--- src/shared/adcr_pkg.sv ---
// Package with register map, fields, reset values and timing of the converter control block
`default_nettype none

package adcr_pkg;

    // ==========================================
    // Register offsets
    localparam logic [7:0] OFF_RES_LO  = 8'h78;
    localparam logic [7:0] OFF_RES_HI  = 8'h79;
    localparam logic [7:0] OFF_CTRL_A  = 8'h7A;
    localparam logic [7:0] OFF_CTRL_B  = 8'h7B;
    localparam logic [7:0] OFF_IN_SEL  = 8'h7C;
    localparam logic [7:0] OFF_BUF_DIS = 8'h7E;

    // ==========================================
    // Field positions
    localparam int BIT_ON       = 7;
    localparam int BIT_BEGIN    = 6;
    localparam int BIT_AUTO     = 5;
    localparam int BIT_DONE     = 4;
    localparam int BIT_IE       = 3;
    localparam int BIT_LEFT     = 5;
    localparam int REF_LSB      = 6;
    localparam int DIV_LSB      = 0;
    localparam int TRIG_LSB     = 0;
    localparam int CHAN_LSB     = 0;
    localparam int BUF_LSB      = 0;

    // ==========================================
    // Reset values
    localparam logic [7:0] RST_CTRL_A  = 8'h00;
    localparam logic [7:0] RST_CTRL_B  = 8'h00;
    localparam logic [7:0] RST_IN_SEL  = 8'h00;
    localparam logic [7:0] RST_BUF_DIS = 8'h00;
    localparam logic [9:0] RST_RESULT  = 10'h000;

    // ==========================================
    // Timing in converter clock cycles
    localparam logic [4:0] FIRST_CONV_CYCLES = 5'h19;
    localparam logic [4:0] NORM_CONV_CYCLES  = 5'h0D;

    // ==========================================
    // Encodings
    typedef enum logic [1:0] {
        REF_EXT_PIN  = 2'b00,
        REF_SUPPLY   = 2'b01,
        REF_RESERVED = 2'b10,
        REF_INT_1V1  = 2'b11
    } adcr_ref_t;

    typedef enum logic [3:0] {
        CH_TEMP     = 4'b1000,
        CH_BANDGAP  = 4'b1110,
        CH_GROUND   = 4'b1111
    } adcr_chan_t;

    typedef enum logic [2:0] {
        TRIG_FREE     = 3'b000,
        TRIG_COMP     = 3'b001,
        TRIG_EXT0     = 3'b010,
        TRIG_T0_CMPA  = 3'b011,
        TRIG_T0_OVF   = 3'b100,
        TRIG_T1_CMPB  = 3'b101,
        TRIG_T1_OVF   = 3'b110,
        TRIG_T1_CAPT  = 3'b111
    } adcr_trig_t;

    typedef enum logic [1:0] {
        ST_IDLE = 2'b00,
        ST_CONV = 2'b01
    } adcr_state_t;

    // ==========================================
    // Setting handed to the analog section
    typedef struct packed {
        logic       active;
        logic       first;
        logic [1:0] reference;
        logic [3:0] channel;
    } adcr_conv_t;

endpackage

`default_nettype wire

--- src/hdl/adcr_top.sv ---
// Converter control registers, sequencing, result view and pin buffer gating
//
// Function
// Two-bit reference field picks external pin, supply, reserved or internal 1.1V.
// Reference and channel changes wait until the running conversion completes.
// Justify bit selects left or right view; change is seen at once.
// Bit 4 of input selection always reads zero.
// Four-bit channel field picks inputs 0-7, temperature, bandgap or ground.
// Enable bit turns converter on; clearing it aborts any conversion.
// Start bit begins each single conversion, only the first in free running.
// First conversion after enable takes 25 converter cycles, later ones 13.
// Start bit reads one while converting; writing zero does nothing.
// With auto trigger on, each rising trigger edge starts a conversion.
// Done flag sets on completion; interrupt when flag, enable, global enable.
// Done flag clears on vector execution or when software writes one.
// Prescaler divides system clock by 2,2,4,8,16,32,64,128.
// Result bytes placed right or left justified; unused bits read zero.
// Reading low byte blocks result updates until high byte is read.
// Trigger source field selects among free running and seven flags.
// Trigger source has no effect while auto trigger is off.
// Switching to a source whose flag is set makes a rising edge.
// Switching to free running code never makes a trigger event.
// Input buffer off bits force matching pin inputs to read zero.
// Software writes zero to reserved bits of those registers.
// Result is input times 1024 over reference, 10 bits wide.
// Free running restarts a conversion right after each completion.
// Data update, flag set and start bit clear share one cycle.
//
// The address-and-strobe port was left to the implementer.
`default_nettype none

module adcr_top (
    // Clock and reset
    input  wire logic                  i_clk,
    input  wire logic                  i_sys_rst,
    // Register port
    input  wire logic [7:0]            i_addr,
    input  wire logic [7:0]            i_wdata,
    input  wire logic                  i_wr,
    input  wire logic                  i_rd,
    output logic      [7:0]            o_rdata,
    // Analog section
    input  wire logic [9:0]            i_sample,
    output adcr_pkg::adcr_conv_t       o_conv,
    // Trigger flags 1 to 7
    input  wire logic [7:1]            i_trig_flags,
    // Interrupt
    input  wire logic                  i_global_ie,
    input  wire logic                  i_vector_ack,
    output logic                       o_irq,
    // Digital pins
    input  wire logic [5:0]            i_pin_raw,
    output logic      [5:0]            o_pin_in
);

    // ==========================================
    // Decoding
    function automatic logic hit(input logic [7:0] a, input logic [7:0] off);
        hit = (a == off);
    endfunction

    function automatic logic [6:0] div_mask(input logic [2:0] code);
        logic [6:0] m;
        m = 7'h01;
        case (code)
            3'h2:    m = 7'h03;
            3'h3:    m = 7'h07;
            3'h4:    m = 7'h0F;
            3'h5:    m = 7'h1F;
            3'h6:    m = 7'h3F;
            3'h7:    m = 7'h7F;
            default: m = 7'h01;
        endcase
        div_mask = m;
    endfunction

    // ==========================================
    // Registers
    logic [7:0]            in_sel_q;
    logic                  on_q;
    logic                  auto_q;
    logic                  flag_q;
    logic                  ie_q;
    logic [2:0]            div_q;
    logic [2:0]            trig_q;
    logic [5:0]            buf_q;
    logic [9:0]            res_q;
    logic                  lock_q;
    logic                  first_q;
    logic                  trig_prev_q;
    logic [6:0]            div_cnt_q;
    logic [4:0]            cnt_q;
    logic [4:0]            len_q;
    logic [1:0]            cur_ref_q;
    logic [3:0]            cur_chan_q;
    logic [7:0]            rdata_q;
    adcr_pkg::adcr_state_t state_q;
    adcr_pkg::adcr_state_t state_d;
    logic [5:0]            sync1_q;
    logic [5:0]            sync2_q;
    logic [5:0]            sync3_q;
    logic [5:0]            pin_st_q;
    logic [5:0]            pin_out_q;

    // ==========================================
    // Write and read decode
    wire wr_a    = i_wr & hit(i_addr, adcr_pkg::OFF_CTRL_A);
    wire wr_b    = i_wr & hit(i_addr, adcr_pkg::OFF_CTRL_B);
    wire wr_sel  = i_wr & hit(i_addr, adcr_pkg::OFF_IN_SEL);
    wire wr_buf  = i_wr & hit(i_addr, adcr_pkg::OFF_BUF_DIS);
    wire rd_lo   = i_rd & hit(i_addr, adcr_pkg::OFF_RES_LO);
    wire rd_hi   = i_rd & hit(i_addr, adcr_pkg::OFF_RES_HI);

    // ==========================================
    // Sequencing
    wire busy     = (state_q == adcr_pkg::ST_CONV);
    wire en_next  = wr_a ? i_wdata[adcr_pkg::BIT_ON] : on_q;
    wire sw_start = wr_a & i_wdata[adcr_pkg::BIT_BEGIN];
    wire [7:0] trig_src = {i_trig_flags, 1'b0};
    wire trig_sig   = trig_src[trig_q];
    wire trig_edge  = trig_sig & ~trig_prev_q;
    wire auto_start = auto_q & trig_edge;
    wire free_mode  = auto_q & (trig_q == adcr_pkg::TRIG_FREE);
    wire [6:0] mask = div_mask(div_q);
    wire tick       = on_q & ((div_cnt_q & mask) == mask);
    wire done       = busy & en_next & tick & (cnt_q == len_q - 5'h01);
    wire restart    = done & free_mode;
    wire go         = ~busy & en_next & (sw_start | auto_start);
    wire first_go   = first_q | ~on_q;
    wire load_sel   = ~busy | done;
    wire block_upd  = lock_q | rd_lo;

    always_comb begin
        state_d = state_q;
        case (state_q)
            adcr_pkg::ST_IDLE: begin
                if (go) begin
                    state_d = adcr_pkg::ST_CONV;
                end
            end
            adcr_pkg::ST_CONV: begin
                if (!en_next) begin
                    state_d = adcr_pkg::ST_IDLE;
                end else if (done && !restart) begin
                    state_d = adcr_pkg::ST_IDLE;
                end
            end
            default: state_d = adcr_pkg::ST_IDLE;
        endcase
    end

    // ==========================================
    // Result view
    wire left = in_sel_q[adcr_pkg::BIT_LEFT];
    wire [7:0] lo_view = left ? {res_q[1:0], 6'h00} : res_q[7:0];
    wire [7:0] hi_view = left ? res_q[9:2] : {6'h00, res_q[9:8]};
    wire [7:0] ctrl_a_view = {on_q, busy, auto_q, flag_q, ie_q, div_q};
    wire [7:0] rd_mux =
        hit(i_addr, adcr_pkg::OFF_RES_LO)  ? lo_view :
        hit(i_addr, adcr_pkg::OFF_RES_HI)  ? hi_view :
        hit(i_addr, adcr_pkg::OFF_CTRL_A)  ? ctrl_a_view :
        hit(i_addr, adcr_pkg::OFF_CTRL_B)  ? {5'h00, trig_q} :
        hit(i_addr, adcr_pkg::OFF_IN_SEL)  ? in_sel_q :
        hit(i_addr, adcr_pkg::OFF_BUF_DIS) ? {2'h0, buf_q} :
        8'h00;

    // ==========================================
    // Control registers
    always_ff @(posedge i_clk) begin
        if (i_sys_rst) begin
            in_sel_q <= adcr_pkg::RST_IN_SEL;
            trig_q   <= adcr_pkg::RST_CTRL_B[2:0];
            buf_q    <= adcr_pkg::RST_BUF_DIS[5:0];
            on_q     <= adcr_pkg::RST_CTRL_A[adcr_pkg::BIT_ON];
            auto_q   <= adcr_pkg::RST_CTRL_A[adcr_pkg::BIT_AUTO];
            ie_q     <= adcr_pkg::RST_CTRL_A[adcr_pkg::BIT_IE];
            div_q    <= adcr_pkg::RST_CTRL_A[2:0];
        end else begin
            if (wr_sel) begin
                in_sel_q <= i_wdata & 8'hEF;
            end
            if (wr_b) begin
                trig_q <= i_wdata[2:0];
            end
            if (wr_buf) begin
                buf_q <= i_wdata[5:0];
            end
            if (wr_a) begin
                on_q   <= i_wdata[adcr_pkg::BIT_ON];
                auto_q <= i_wdata[adcr_pkg::BIT_AUTO];
                ie_q   <= i_wdata[adcr_pkg::BIT_IE];
                div_q  <= i_wdata[2:0];
            end
        end
    end

    // ==========================================
    // Conversion engine
    always_ff @(posedge i_clk) begin
        if (i_sys_rst) begin
            state_q     <= adcr_pkg::ST_IDLE;
            div_cnt_q   <= 7'h00;
            cnt_q       <= 5'h00;
            len_q       <= adcr_pkg::NORM_CONV_CYCLES;
            first_q     <= 1'b0;
            trig_prev_q <= 1'b0;
            cur_ref_q   <= 2'h0;
            cur_chan_q  <= 4'h0;
        end else begin
            state_q     <= state_d;
            trig_prev_q <= trig_sig;
            div_cnt_q   <= en_next ? div_cnt_q + 7'h01 : 7'h00;
            if (go) begin
                first_q <= 1'b0;
                cnt_q   <= 5'h00;
                len_q   <= first_go ? adcr_pkg::FIRST_CONV_CYCLES
                                    : adcr_pkg::NORM_CONV_CYCLES;
            end else if (restart) begin
                cnt_q <= 5'h00;
                len_q <= adcr_pkg::NORM_CONV_CYCLES;
            end else begin
                if (busy && tick) begin
                    cnt_q <= cnt_q + 5'h01;
                end
                if (!on_q && en_next) begin
                    first_q <= 1'b1;
                end
            end
            if (load_sel) begin
                cur_ref_q  <= in_sel_q[7:6];
                cur_chan_q <= in_sel_q[3:0];
            end
        end
    end

    // ==========================================
    // Result, lock and flag
    always_ff @(posedge i_clk) begin
        if (i_sys_rst) begin
            res_q  <= adcr_pkg::RST_RESULT;
            lock_q <= 1'b0;
            flag_q <= 1'b0;
        end else begin
            if (done && !block_upd) begin
                res_q <= i_sample;
            end
            if (rd_hi) begin
                lock_q <= 1'b0;
            end else if (rd_lo) begin
                lock_q <= 1'b1;
            end
            if (done) begin
                flag_q <= 1'b1;
            end else if (i_vector_ack || (wr_a && i_wdata[adcr_pkg::BIT_DONE])) begin
                flag_q <= 1'b0;
            end
        end
    end

    // ==========================================
    // Read data
    always_ff @(posedge i_clk) begin
        if (i_sys_rst) begin
            rdata_q <= 8'h00;
        end else begin
            rdata_q <= i_rd ? rd_mux : 8'h00;
        end
    end

    // ==========================================
    // Pin input synchronisers
    genvar gi;
    generate
        for (gi = 0; gi < 6; gi++) begin : g_pin
            always_ff @(posedge i_clk) begin
                if (i_sys_rst) begin
                    sync1_q[gi]   <= 1'b0;
                    sync2_q[gi]   <= 1'b0;
                    sync3_q[gi]   <= 1'b0;
                    pin_st_q[gi]  <= 1'b0;
                    pin_out_q[gi] <= 1'b0;
                end else begin
                    sync1_q[gi] <= i_pin_raw[gi];
                    sync2_q[gi] <= sync1_q[gi];
                    sync3_q[gi] <= sync2_q[gi];
                    if (sync2_q[gi] == sync3_q[gi]) begin
                        pin_st_q[gi] <= sync3_q[gi];
                    end
                    pin_out_q[gi] <= pin_st_q[gi] & ~buf_q[gi];
                end
            end
        end
    endgenerate

    // ==========================================
    // Outputs
    assign o_rdata          = rdata_q;
    assign o_pin_in         = pin_out_q;
    assign o_irq            = flag_q & ie_q & i_global_ie;
    wire   conv_first       = (len_q == adcr_pkg::FIRST_CONV_CYCLES);
    assign o_conv           = {busy, conv_first, cur_ref_q, cur_chan_q};
endmodule

`default_nettype wire

--- config.mk ---
export PLATFORM = sky130hd
export DESIGN_NAME = adcr_top
export DESIGN_NICKNAME = d
export VERILOG_FILES = /design/src/shared/adcr_pkg.sv /design/src/hdl/adcr_top.sv
export SDC_FILE = /design/constraint.sdc
export NUM_CORES = 1
export LEC_CHECK = 0
export ABC_AREA = 1
export BUFFER_PORTS_ARGS = -buffer_cell sky130_fd_sc_hd__buf_2
export CORE_UTILIZATION = 40
export DETAILED_ROUTE_END_ITERATION = 8
export PLACE_DENSITY_LB_ADDON = 0.3
export SKIP_LAST_GASP = 1
export SLEW_MARGIN = 20
export SYNTH_ARGS = -nofsm -noshare
export SYNTH_HDL_FRONTEND = slang
export SYNTH_SLANG_ARGS = --single-unit
--- constraint.sdc ---
create_clock -name i_clk -period 2.8 [get_ports i_clk]
set_input_delay 0.14 -clock i_clk [delete_from_list [all_inputs] [get_ports i_clk]]
set_output_delay 0.14 -clock i_clk [all_outputs]
set_load 0.1 [all_outputs]
==> results of run 1 <==
-- area by class of cell --
| cell class | count | area share, % |
|---|---|---|
| clock buffers | 9 | 2.58 |
| clock inverters | 7 | 1.38 |
| inverters | 100 | 7.82 |
| multi-input cells | 343 | 34.5 |
| flip-flops and latches | 95 | 39.6 |
| well taps | 133 | 3.47 |
| repair buffers | 85 | 10.6 |
-- critical path, delay by kind of cell (launching register included) --
kind | cells | cell delay [ns]
fa+ha+maj | 1 | 0.14
flops | 1 | 0.35
buf+inv | 1 | 0.08
simple gates | 8 | 1.11
-- stage by stage --
stage	hold slack (ns)	setup WS, ns	instance area, sq um
2_1_floorplan	0.234	1.05	4020
3_3_place_gp	0.338	1.11	4450
3_5_place_dp	0.349	1.01	4450
4_1_cts	0.00242	1.00	4800
5_1_grt	0.0368	0.855	4800
6_report	0.0169	1.03	4800
-- synthesized netlist by cell type (all sizes together) --
| cell | count |
|---|---|
| nor3 | 8 |
| o22ai | 9 |
| nand2 | 104 |
| nand3 | 27 |
| o21bai | 1 |
| nor2 | 99 |
| a21oi | 40 |
| xnor2 | 4 |
| nand4 | 6 |
| nor4 | 1 |
| xor2 | 5 |
| buf | 8 |
| dfxtp | 95 |
| nand3b | 1 |
| inv | 100 |
| clkbuf | 9 |
| o21ai | 21 |
| ha | 3 |
| o211ai | 4 |
| a211oi | 7 |
| or2 | 1 |
| a31oi | 2 |
-- power breakdown --
group | internal [mW] | switching, mW
clock | 0.343 | 0.537
sequential | 1.36 | 0.00404
combinational | 0.0533 | 0.0685
total | 1.76 | 0.610
-- placed cells by master, fill, tap and decap left out, types with 2 or more instances in the layout --
cell	n
sky130_fd_sc_hd__a211oi_1	7
sky130_fd_sc_hd__a21oi_1	40
sky130_fd_sc_hd__a31oi_1	2
sky130_fd_sc_hd__buf_2	67
sky130_fd_sc_hd__buf_4	2
sky130_fd_sc_hd__clkbuf_8	9
sky130_fd_sc_hd__dfxtp_1	95
sky130_fd_sc_hd__dlygate4sd3_1	16
sky130_fd_sc_hd__ha_1	3
sky130_fd_sc_hd__inv_1	97
sky130_fd_sc_hd__inv_2	3
sky130_fd_sc_hd__inv_6	2
sky130_fd_sc_hd__nand2_1	98
sky130_fd_sc_hd__nand2_2	5
sky130_fd_sc_hd__nand3_1	23
sky130_fd_sc_hd__nand3_2	3
sky130_fd_sc_hd__nand4_1	6
sky130_fd_sc_hd__nor2_1	94
sky130_fd_sc_hd__nor2_4	4
sky130_fd_sc_hd__nor3_1	8
sky130_fd_sc_hd__o211ai_1	4
sky130_fd_sc_hd__o21ai_0	21
sky130_fd_sc_hd__o22ai_1	9
sky130_fd_sc_hd__xnor2_1	4
sky130_fd_sc_hd__xor2_1	5
-- cell families after synthesis --
group	Yosys count
compound gates	84
simple gates	247
xor+xnor	9
buf+inv	117
fa+ha+maj	3
flops	95
-- sequential cells by signal, summed over array words and instances (netlist names), 4 cells and up --
name        flops
in_sel_q        7
buf_q           6
cnt_q           5
div_cnt_q       7
res_q          10
o_pin_in        6
pin_st_q        6
sync1_q         6
cur_chan_q      4
o_rdata         8
sync2_q         6
sync3_q         6
-- worst min path at each step --
| stage | cells past startpoint | start | end |
|---|---|---|---|
| floorplan | 1 | i_rd | lock_q |
| global placement | 3 | i_pin_raw[0] | sync1_q[0] |
| detailed placement | 3 | i_pin_raw[3] | sync1_q[3] |
| CTS | 3 | i_sample[3] | res_q[3] |
| global route | 3 | i_sample[3] | res_q[3] |
| finish | 3 | i_sample[3] | res_q[3] |
-- metal layers --
layer | wire [um] | part of all wire (%)
met1 | 4330 | 48
met5 | 0 | 0
met3 | 361 | 4.0
met2 | 4080 | 46
met4 | 189 | 2.1
-- timing repair --
item,CTS,global route
hold buffers,16,0
endpoints found under the hold margin,16,0
resized for setup,0,0
==> insert_results.sql, run 1 <==
INSERT INTO impl_metrics (metric_group, metric, value, unit) VALUES
('cts', 'cts_tree', 'built', ''),
('cts', 'number_of_buffers_created_by_cts', '9', ''),
('synthesis', 'synth_top_family_by_area', 'simple AND/OR/NAND/NOR gates', ''),
('cells_and_area', 'final_cell_count_no_fill', '772', ''),
('cts', 'clock_tree.root_cell', 'sky130_fd_sc_hd__clkbuf_8', ''),
('synthesis', 'top_cell_type_by_total_area_after_synthesis', 'sky130_fd_sc_hd__dfxtp_1', ''),
('global_routing', 'global_route.usage.met3', '3.97', '%'),
('drt', 'initialDrtViolationCount', '160', ''),
('cells_and_area', 'final_layout_size_suffix_gt1_share', '16.1', '%'),
('cells_and_area', 'nFillCells', '1010', ''),
('worst_setup_path', 'crit_path_max_fanout', '20', ''),
('drt', 'drt_pass1_iterations', '5', ''),
('cells_and_area', 'final_core_utilization', '49.1', '%'),
('synthesis', 'post_synth_mux_area_share', '0', '%'),
('worst_setup_path', 'worst_path_most_repeated_cell', 'sky130_fd_sc_hd__nor2_1', ''),
('power', 'worst_vdd_drop', '297', 'uV'),
('sta', 'slew_headroom', '49.1', '%'),
('drt', 'post_drt_wl_per_cell', '11.6', 'um'),
('worst_setup_path', 'setup.worst_path.start', 'cnt_q[0]', ''),
('drt', 'via_count', '3601', ''),
('placed_design', 'hpwlAfterDp', '6.59', 'mm'),
('synthesis', 'synth_compound_gate_area_share', '11.5', '%'),
('sta', 'count_of_pins_over_their_slew_limit', '0', ''),
('worst_setup_path', 'regToRegSetupSlack', '1.03', 'ns'),
('placed_design', 'placedCellCount', '740', ''),
('cts', 'htree_num_levels', '3', ''),
('cells_and_area', 'layout.nets', '682', ''),
('global_routing', 'grt_start_max_net_pins', '38', ''),
('sta', 'worstMarginPinSlew', '0.763', 'ns'),
('cells_and_area', 'seq_area', '0.00190', 'sq mm'),
('floorplan', 'floorplan.io_pins', '68', ''),
('floorplan', 'floorplan.rows', '36', ''),
('global_routing', 'use_met2', '30.9', '%'),
('power', 'total_leakage_power', '2.09', 'nW'),
('power', 'power.total', '2.37', 'mW'),
('synthesis', 'ys_top_cells_by_area', 'sky130_fd_sc_hd__dfxtp_1, sky130_fd_sc_hd__nand2_1, sky130_fd_sc_hd__inv_1', ''),
('synthesis', 'avgSynthCellArea', '7.25', 'sq um'),
('worst_setup_path', 'r2r-end', 'res_q[2]', ''),
('hold_path', 'hold_path.class', 'primary input to register', ''),
('power', 'power-per-cell-area', '493', 'mW/mm^2'),
('global_routing', 'global_route.usage.total', '18.5', '%'),
('sta', 'rsz0062_at_grt', 'no', ''),
('drt', 'avgViaCountPerCell', '4.66', ''),
('worst_setup_path', 'worstSetupStartpointType', 'register', ''),
('outcome', 'status', 'finished, final reports clean', ''),
('sta', 'clock_skews', '0.0108', 'ns'),
('worst_setup_path', 'regToRegStartpoint', 'cnt_q[0]', ''),
('synthesis', 'synth_xor_area_share', '1.96', '%'),
('placed_design', 'i_o_buffers', '67', ''),
('cts', 'clock_sinks', '95', ''),
('floorplan', 'core_region_area', '0.00977', 'sq mm'),
('synthesis', 'syn_nets', '603', ''),
('synthesis', 'synth_seq_cells', '95', ''),
('cts', 'post-cts-setup-buffer-count', '0', ''),
('floorplan', 'die_width', '102', 'um'),
('synthesis', 'synth_largest_type_area_fraction', '47.3', '%'),
('sta', 'setup_total_negative_slack', '0', 'ns'),
('global_routing', 'number_of_global_route_vias_before_repair', '3303', ''),
('cells_and_area', 'multi_input_area', '0.00166', 'sq mm'),
('global_routing', 'grt_remaining_overflow', '0', ''),
('synthesis', 'synthSimpleGateAreaFrac', '26.7', '%'),
('floorplan', 'die_y', '102', 'um'),
('cts', 'clkLatencyLatePin', '0.37', 'ns'),
('floorplan', 'initial_utilization', '41.2', '%'),
('synthesis', 'seq_area_frac_synth', '47.3', '%'),
('sta', 'timing.fmax', '0.563', 'GHz'),
('sta', 'period_minus_slack', '1.77', 'ns'),
('global_routing', 'globalRouteMet1Util', '23.4', '%'),
('job', 'drv.max_cap_violation_count', '0', ''),
('synthesis', 'yosys.area_share.adder', '0.933', '%'),
('cts', 'cts.path.max_buffers', '2', '');
Note: power is estimated with default switching activity, not from simulation.
==> run 2: changes to the inputs <==
==> constraint.sdc (replaced) <==
create_clock -name i_clk -period 1.8 [get_ports i_clk]
set_input_delay 0.09 -clock i_clk [delete_from_list [all_inputs] [get_ports i_clk]]
set_output_delay 0.09 -clock i_clk [all_outputs]
set_load 0.1 [all_outputs]
==> run 2 against run 1 <==
Compared with the run above: die area did not move; global-route usage fell by 0.43 points; register-to-register slack got worse by 0.82 ns; cell count rose by 0.91%; worst setup slack got worse by 0.82 ns; sequential power rose by 55%; count of clock-buffer cells in the layout rose by 1; non-clock buffer count rose by 6; critical path depth rose by 1; sequential share of layout area fell by 0.65 points; first-iteration DRC count rose by 0.63%; combinational power rose by 58%; critical path type unchanged; largest cell class unchanged.
==> insert_results.sql, run 2 (synthesized netlist as in run 1, its figures left out) <==
INSERT INTO impl_metrics (metric_group, metric, value, unit) VALUES
('outcome', 'status', 'finished, final reports clean', ''),
('power', 'power.total', '3.76', 'mW'),
('cells_and_area', 'layout.cell_area.non_filler', '0.00488', 'sq mm'),
('cts', 'htree_num_levels', '3', ''),
('cts', 'cts_tree', 'built', ''),
('drt', 'initialDrtViolationCount', '161', ''),
('placed_design', 'post_dp_cell_area', '0.00449', 'sq mm'),
('job', 'drv.max_cap_violation_count', '0', ''),
('floorplan', 'core_region_area', '0.00977', 'sq mm'),
('floorplan', 'die_width', '102', 'um'),
('worst_setup_path', 'regToRegStartpoint', 'cnt_q[0]', ''),
('cts', 'clkLatencyLatePin', '0.37', 'ns'),
('floorplan', 'floorplan.rows', '36', ''),
('worst_setup_path', 'worstSetupStartpointType', 'register', ''),
('global_routing', 'grt_first_pass_wirelength', '14.5', 'mm'),
('worst_setup_path', 'crit_path_max_fanout', '6', ''),
('sta', 'timing.fmax', '0.626', 'GHz'),
('cells_and_area', 'final_layout_size_suffix_gt1_share', '17.0', '%'),
('cts', 'clock_sinks', '95', ''),
('worst_setup_path', 'cp_data_arrival_time', '1.88', 'ns'),
('worst_setup_path', 'setup.worst_path.start', 'cnt_q[0]', ''),
('cells_and_area', 'final_common_cell', 'sky130_fd_sc_hd__nand2_1', ''),
('global_routing', 'grt_start_max_net_pins', '40', ''),
('placed_design', 'i_o_buffers', '67', ''),
('floorplan', 'die_y', '102', 'um'),
('cells_and_area', 'insertedDiodeCount', '0', ''),
('worst_setup_path', 'worstRegToRegCells', '11', ''),
('sta', 'worstMarginPinSlew', '0.487', 'ns'),
('cts', 'cts.path.max_buffers', '2', ''),
('cells_and_area', 'largest_reg_flops', '10', ''),
('drt', 'drt_pass1_iterations', '4', ''),
('hold_path', 'worst_hold_startpoint', 'i_sys_rst', ''),
('cells_and_area', 'layout_common_cells', 'sky130_fd_sc_hd__nand2_1, sky130_fd_sc_hd__inv_1, sky130_fd_sc_hd__dfxtp_1', ''),
('drt', 'ant_nets', '0', ''),
('hold_path', 'worst_hold_path.num_cells', '2', ''),
('power', 'worst_vdd_drop', '573', 'uV'),
('power', 'total_leakage_power', '2.13', 'nW'),
('drt', 'drt_wl_total', '8.95', 'mm'),
('worst_setup_path', 'criticalPathCategory', 'register to register', ''),
('sta', 'final-hold-violation-count', '0', ''),
('cells_and_area', 'regMostFlops', 'res_q', ''),
('sta', 'period_minus_slack', '1.60', 'ns'),
('sta', 'period_share', '88.8', '%'),
('drt', 'route.detailed.drc', '0', ''),
('placed_design', 'gp_routability_congestion', '0.933', ''),
('drt', 'post_drt_wl_per_cell', '11.5', 'um'),
('cells_and_area', 'final_cell_count_no_fill', '779', ''),
('drt', 'via_count', '3538', ''),
('sta', 'count_of_pins_over_their_slew_limit', '0', ''),
('cts', 'clock_tree.root_cell', 'sky130_fd_sc_hd__clkbuf_8', ''),
('cells_and_area', 'layout.nets', '689', ''),
('floorplan', 'floorplan.io_pins', '68', ''),
('worst_setup_path', 'critPathCaptureType', 'register', ''),
('cts', 'number_of_buffers_created_by_cts', '9', ''),
('global_routing', 'global_route.usage.total', '18.1', '%'),
('sta', 'slew_headroom', '67.8', '%'),
('global_routing', 'antenna_found_initial', '0', ''),
('sta', 'setup_total_negative_slack', '0', 'ns'),
('drt', 'avgViaCountPerCell', '4.54', ''),
('placed_design', 'hpwlAfterDp', '6.60', 'mm'),
('sta', 'finalSetupViolCount', '0', ''),
('sta', 'finalHoldWorstSlack', '0.0171', 'ns'),
('sta', 'rsz0062_at_grt', 'no', ''),
('cells_and_area', 'areaGrowthSynthToFinish', '21.3', '%'),
('cts', 'clkTransAtPathRegs', '0.10', 'ns'),
('sta', 'clock_skews', '0.0125', 'ns'),
('floorplan', 'die-area', '0.0105', 'sq mm'),
('global_routing', 'grt_remaining_overflow', '0', ''),
('placed_design', 'placedCellCount', '745', ''),
('worst_setup_path', 'timing.critical_path.required', '2.08', 'ns'),
('floorplan', 'initial_utilization', '41.2', '%'),
('global_routing', 'number_of_global_route_vias_before_repair', '3180', ''),
('power', 'power-per-cell-area', '771', 'mW/mm^2'),
('hold_path', 'hold_path.class', 'primary input to register', '');
[run 2: worst max-delay path, cell delays in order (launching register included)]
cell                       delay, ns
sky130_fd_sc_hd__dfxtp_1        0.34
sky130_fd_sc_hd__inv_1          0.08
sky130_fd_sc_hd__ha_1           0.15
sky130_fd_sc_hd__nand2_1        0.04
sky130_fd_sc_hd__nand3b_1       0.16
sky130_fd_sc_hd__nor2_2         0.13
sky130_fd_sc_hd__nand3_4        0.09
sky130_fd_sc_hd__nor2_4         0.14
sky130_fd_sc_hd__buf_6          0.15
sky130_fd_sc_hd__nor2_2         0.07
sky130_fd_sc_hd__nor2_1         0.11
sky130_fd_sc_hd__nor2_1         0.05
[run 2: path summary, 6_finish.rpt]
| kind | endpoint | slack [ns] |
|---|---|---|
| setup reg to reg | cur_chan_q[3] | 0.20 |
| hold / removal | div_q[0] | 0.02 |
| hold reg to reg | sync2_q[0] | 0.40 |
| setup / recovery | cur_chan_q[3] | 0.20 |
[run 2: what timing repair did]
item / 4_1_cts / 5_1_grt
setup endpoints to repair: 0 / 14
buffers inserted: 0 / 0
endpoints found under the hold margin: 17 / 0
gates resized for setup: 0 / 3
hold buffers: 17 / 0
[run 2: cell type report]
class / instances / area (sq um)
fill: 966 / 4890
sequential: 95 / 1900
timing repair buffer: 91 / 562
inverter: 100 / 375
clock inverter: 6 / 67.6
clock buffer: 10 / 138
tap: 133 / 166
multi-input combinational: 344 / 1670
[run 2: per-stage QoR]
step                      util [%]  setup slack (ns)
after CTS                     49.7             0.108
after floorplan                  -            0.0984
after global routing          49.9            0.0243
final                         49.9             0.202
after detailed placement      45.9             0.117
after global placement        45.9             0.160
[run 2: where the power goes]
group / switching [mW] / leakage (nW) / internal [mW]
registers: 0.00647 / 0.768 / 2.12
logic: 0.108 / 1.26 / 0.0850
clock network: 0.761 / 0.0989 / 0.684
total: 0.875 / 2.13 / 2.89
[run 2: layer usage]
layer	track usage (%)	routed length (um)	up-vias
met5	0	0	-
met4	7.14	180	0
met3	4.45	455	13
met2	28.5	4020	87
met1	23.7	4300	1545
li1	-	-	1893
==> run 3: changes to the inputs <==
==> constraint.sdc (replaced) <==
create_clock -name i_clk -period 1.8 [get_ports i_clk]
set_input_delay 0.18 -clock i_clk [delete_from_list [all_inputs] [get_ports i_clk]]
set_output_delay 0.18 -clock i_clk [all_outputs]
set_load 0.1 [all_outputs]
==> run 3 against run 2 <==
Compared with the run above: register-to-register slack worse by 0.04 ns; die area stayed put; flip-flop and latch count stayed put; clock skew is 0.0030 ns higher.
==> insert_results.sql, run 3 (synthesized netlist as in run 1, its figures left out) <==
INSERT INTO impl_metrics (metric_group, metric, value, unit) VALUES
('floorplan', 'floorplan.io_pins', '68', ''),
('worst_setup_path', 'crit_path_max_fanout', '6', ''),
('hold_path', 'hold_path.class', 'primary input to register', ''),
('floorplan', 'die_width', '102', 'um'),
('cts', 'clock_sinks', '95', ''),
('worst_setup_path', 'timing.critical_path.required', '2.08', 'ns'),
('cells_and_area', 'insertedDiodeCount', '0', ''),
('cells_and_area', 'multi_input_area', '0.00167', 'sq mm'),
('worst_setup_path', 'timing.critical_path.max_delay_family', 'simple AND/OR/NAND/NOR gates', ''),
('sta', 'slew_headroom', '67.6', '%'),
('worst_setup_path', 'regToRegSetupSlack', '0.16', 'ns'),
('cells_and_area', 'final_layout_size_suffix_gt1_share', '18.3', '%'),
('cts', 'clkLatencyLatePin', '0.37', 'ns'),
('placed_design', 'i_o_buffers', '67', ''),
('sta', 'period_share', '90.8', '%'),
('cells_and_area', 'final_common_cell', 'sky130_fd_sc_hd__nand2_1', ''),
('placed_design', 'hpwlAfterDp', '6.67', 'mm'),
('cts', 'cts_tree', 'built', ''),
('worst_setup_path', 'critical-path-max-stage-delay', '0.45', 'ns'),
('drt', 'avgViaCountPerCell', '4.69', ''),
('global_routing', 'global_route.usage.total', '18.6', '%'),
('sta', 'count_of_pins_over_their_slew_limit', '0', ''),
('outcome', 'status', 'finished, final reports clean', ''),
('job', 'drv.max_cap_violation_count', '0', ''),
('worst_setup_path', 'crit_chain', 'inv_1 -> nand2_1 -> nand3_1 -> nand2_1 -> nand2_4 -> nand3_4 -> nor2_4 -> buf_6 -> nor2_2 -> nand2_1 -> nand2_1 -> nor2_1', ''),
('sta', 'period_minus_slack', '1.64', 'ns'),
('floorplan', 'die_y', '102', 'um'),
('sta', 'clock_skews', '0.0155', 'ns'),
('global_routing', 'antenna_found_initial', '0', ''),
('floorplan', 'initial_utilization', '41.2', '%'),
('worst_setup_path', 'critPathCaptureType', 'register', ''),
('placed_design', 'gp_routability_congestion', '0.884', ''),
('worst_setup_path', 'worst_path_most_repeated_cell', 'sky130_fd_sc_hd__nand2_1', ''),
('drt', 'drt_pass1_iterations', '5', ''),
('sta', 'setup_total_negative_slack', '0', 'ns'),
('worst_setup_path', 'cp_data_arrival_time', '1.92', 'ns'),
('cells_and_area', 'layout.nets', '677', ''),
('worst_setup_path', 'criticalPathCategory', 'register to register', ''),
('floorplan', 'die-area', '0.0105', 'sq mm'),
('global_routing', 'grt_remaining_overflow', '0', ''),
('cts', 'htree_num_levels', '3', ''),
('drt', 'via_count', '3599', ''),
('sta', 'finalSetupViolCount', '0', ''),
('floorplan', 'core_region_area', '0.00977', 'sq mm'),
('drt', 'initialDrtViolationCount', '157', ''),
('global_routing', 'grt_first_pass_wirelength', '15.0', 'mm'),
('worst_setup_path', 'worstSetupStartpointType', 'register', ''),
('sta', 'worstMarginPinSlew', '0.489', 'ns'),
('placed_design', 'pre_cts_slack', '0.0990', 'ns'),
('cells_and_area', 'layout.cell_area.non_filler', '0.00474', 'sq mm'),
('floorplan', 'floorplan.rows', '36', ''),
('global_routing', 'number_of_global_route_vias_before_repair', '3393', ''),
('cells_and_area', 'layout_common_cells', 'sky130_fd_sc_hd__nand2_1, sky130_fd_sc_hd__inv_1, sky130_fd_sc_hd__nor2_1, sky130_fd_sc_hd__dfxtp_1, sky130_fd_sc_hd__buf_2', ''),
('power', 'power-per-cell-area', '770', 'mW/mm^2'),
('cts', 'cts.path.max_buffers', '2', ''),
('sta', 'timing.fmax', '0.612', 'GHz'),
('cts', 'clock_tree.root_cell', 'sky130_fd_sc_hd__clkbuf_8', ''),
('drt', 'drt_wl_total', '8.98', 'mm'),
('drt', 'route.detailed.drc', '0', ''),
('global_routing', 'grt_start_max_net_pins', '40', ''),
('sta', 'setup_ws', '0.165', 'ns'),
('power', 'total_leakage_power', '2.08', 'nW'),
('drt', 'post_drt_wl_per_cell', '11.7', 'um'),
('worst_setup_path', 'number_of_buffer_and_inverter_instances_along_the_worst_setup_path', '2', ''),
('placed_design', 'post_dp_cell_area', '0.00449', 'sq mm'),
('cells_and_area', 'regMostFlops', 'res_q', ''),
('cells_and_area', 'nFillCells', '993', ''),
('power', 'worst_vdd_drop', '446', 'uV'),
('cells_and_area', 'seq_area', '0.00190', 'sq mm'),
('worst_setup_path', 'cp_slowest_cell', 'sky130_fd_sc_hd__dfxtp_1', ''),
('cells_and_area', 'areaGrowthSynthToFinish', '17.8', '%'),
('cells_and_area', 'largest_reg_flops', '10', ''),
('cts', 'clkTransAtPathRegs', '0.10', 'ns'),
('sta', 'final-hold-violation-count', '0', ''),
('drt', 'ant_nets', '0', ''),
('cts', 'number_of_buffers_created_by_cts', '9', '');
==> run 3: cell types whose count changed in the layout (fill, tap and decap cells not counted), moves of 2 or more <==
cell                            previous run  this run
sky130_fd_sc_hd__dfxtp_1                  95        93
sky130_fd_sc_hd__dlygate4sd3_1            17         2
sky130_fd_sc_hd__dfxtp_2                   0         2
sky130_fd_sc_hd__inv_8                     0         2
sky130_fd_sc_hd__buf_4                     6         9
==> run 3: stage by stage <==
stage	util [%]	power [mW]	instances	hold slack, ns
after detailed placement	45.9	2.34	745	0.385
final	48.5	3.65	767	0.0109
after CTS	48.1	3.68	763	0.00213
after global placement	45.9	2.33	745	0.378
after floorplan	-	2.26	555	0.274
after global routing	48.5	3.81	767	0.00375
==> run 3: final cells by class <==
cell class	instances	share of cell area, %
Clock buffer	9	2.61
Clock inverter	7	1.45
Inverter	100	7.92
Multi-Input combinational cell	344	35.2
Sequential cell	95	40.2
Tap cell	133	3.51
Timing Repair Buffer	79	9.16
==> run 3: tightest hold or removal path, stage by stage <==
cell and delay, ns:
sky130_fd_sc_hd__buf_2 0.09, sky130_fd_sc_hd__inv_1 0.04, sky130_fd_sc_hd__nor2_1 0.03
==> run 3: repair_timing <==
action,CTS,global route
buffers inserted,0,3
resized for setup,0,6
endpoints found under the hold margin,2,0
endpoints found under the setup margin,0,13
hold buffers,2,0
==> run 3: final timing paths <==
| path | cells after the start | to | startpoint |
|---|---|---|---|
| max | 12 | cur_ref_q[1] | div_q[1] |
| min | 3 | sync1_q[1] | i_pin_raw[1] |
| max reg2reg | 12 | cur_ref_q[1] | div_q[1] |
| min reg2reg | 2 | sync2_q[1] | sync1_q[1] |
==> run 3: power breakdown <==
group	switching, mW	total [mW]	internal [mW]
Clock	0.824	1.36	0.535
Sequential	0.00633	2.12	2.12
Combinational	0.102	0.166	0.0638
Total	0.933	3.65	2.72
==> run 3: per-layer routing <==
metal	track usage (%)	up-vias	routed length, um
li1	-	1868	-
met1	23.2	1614	4110
met2	31.1	98	4160
met3	4.04	19	526
met4	7.36	0	187
met5	0	-	0
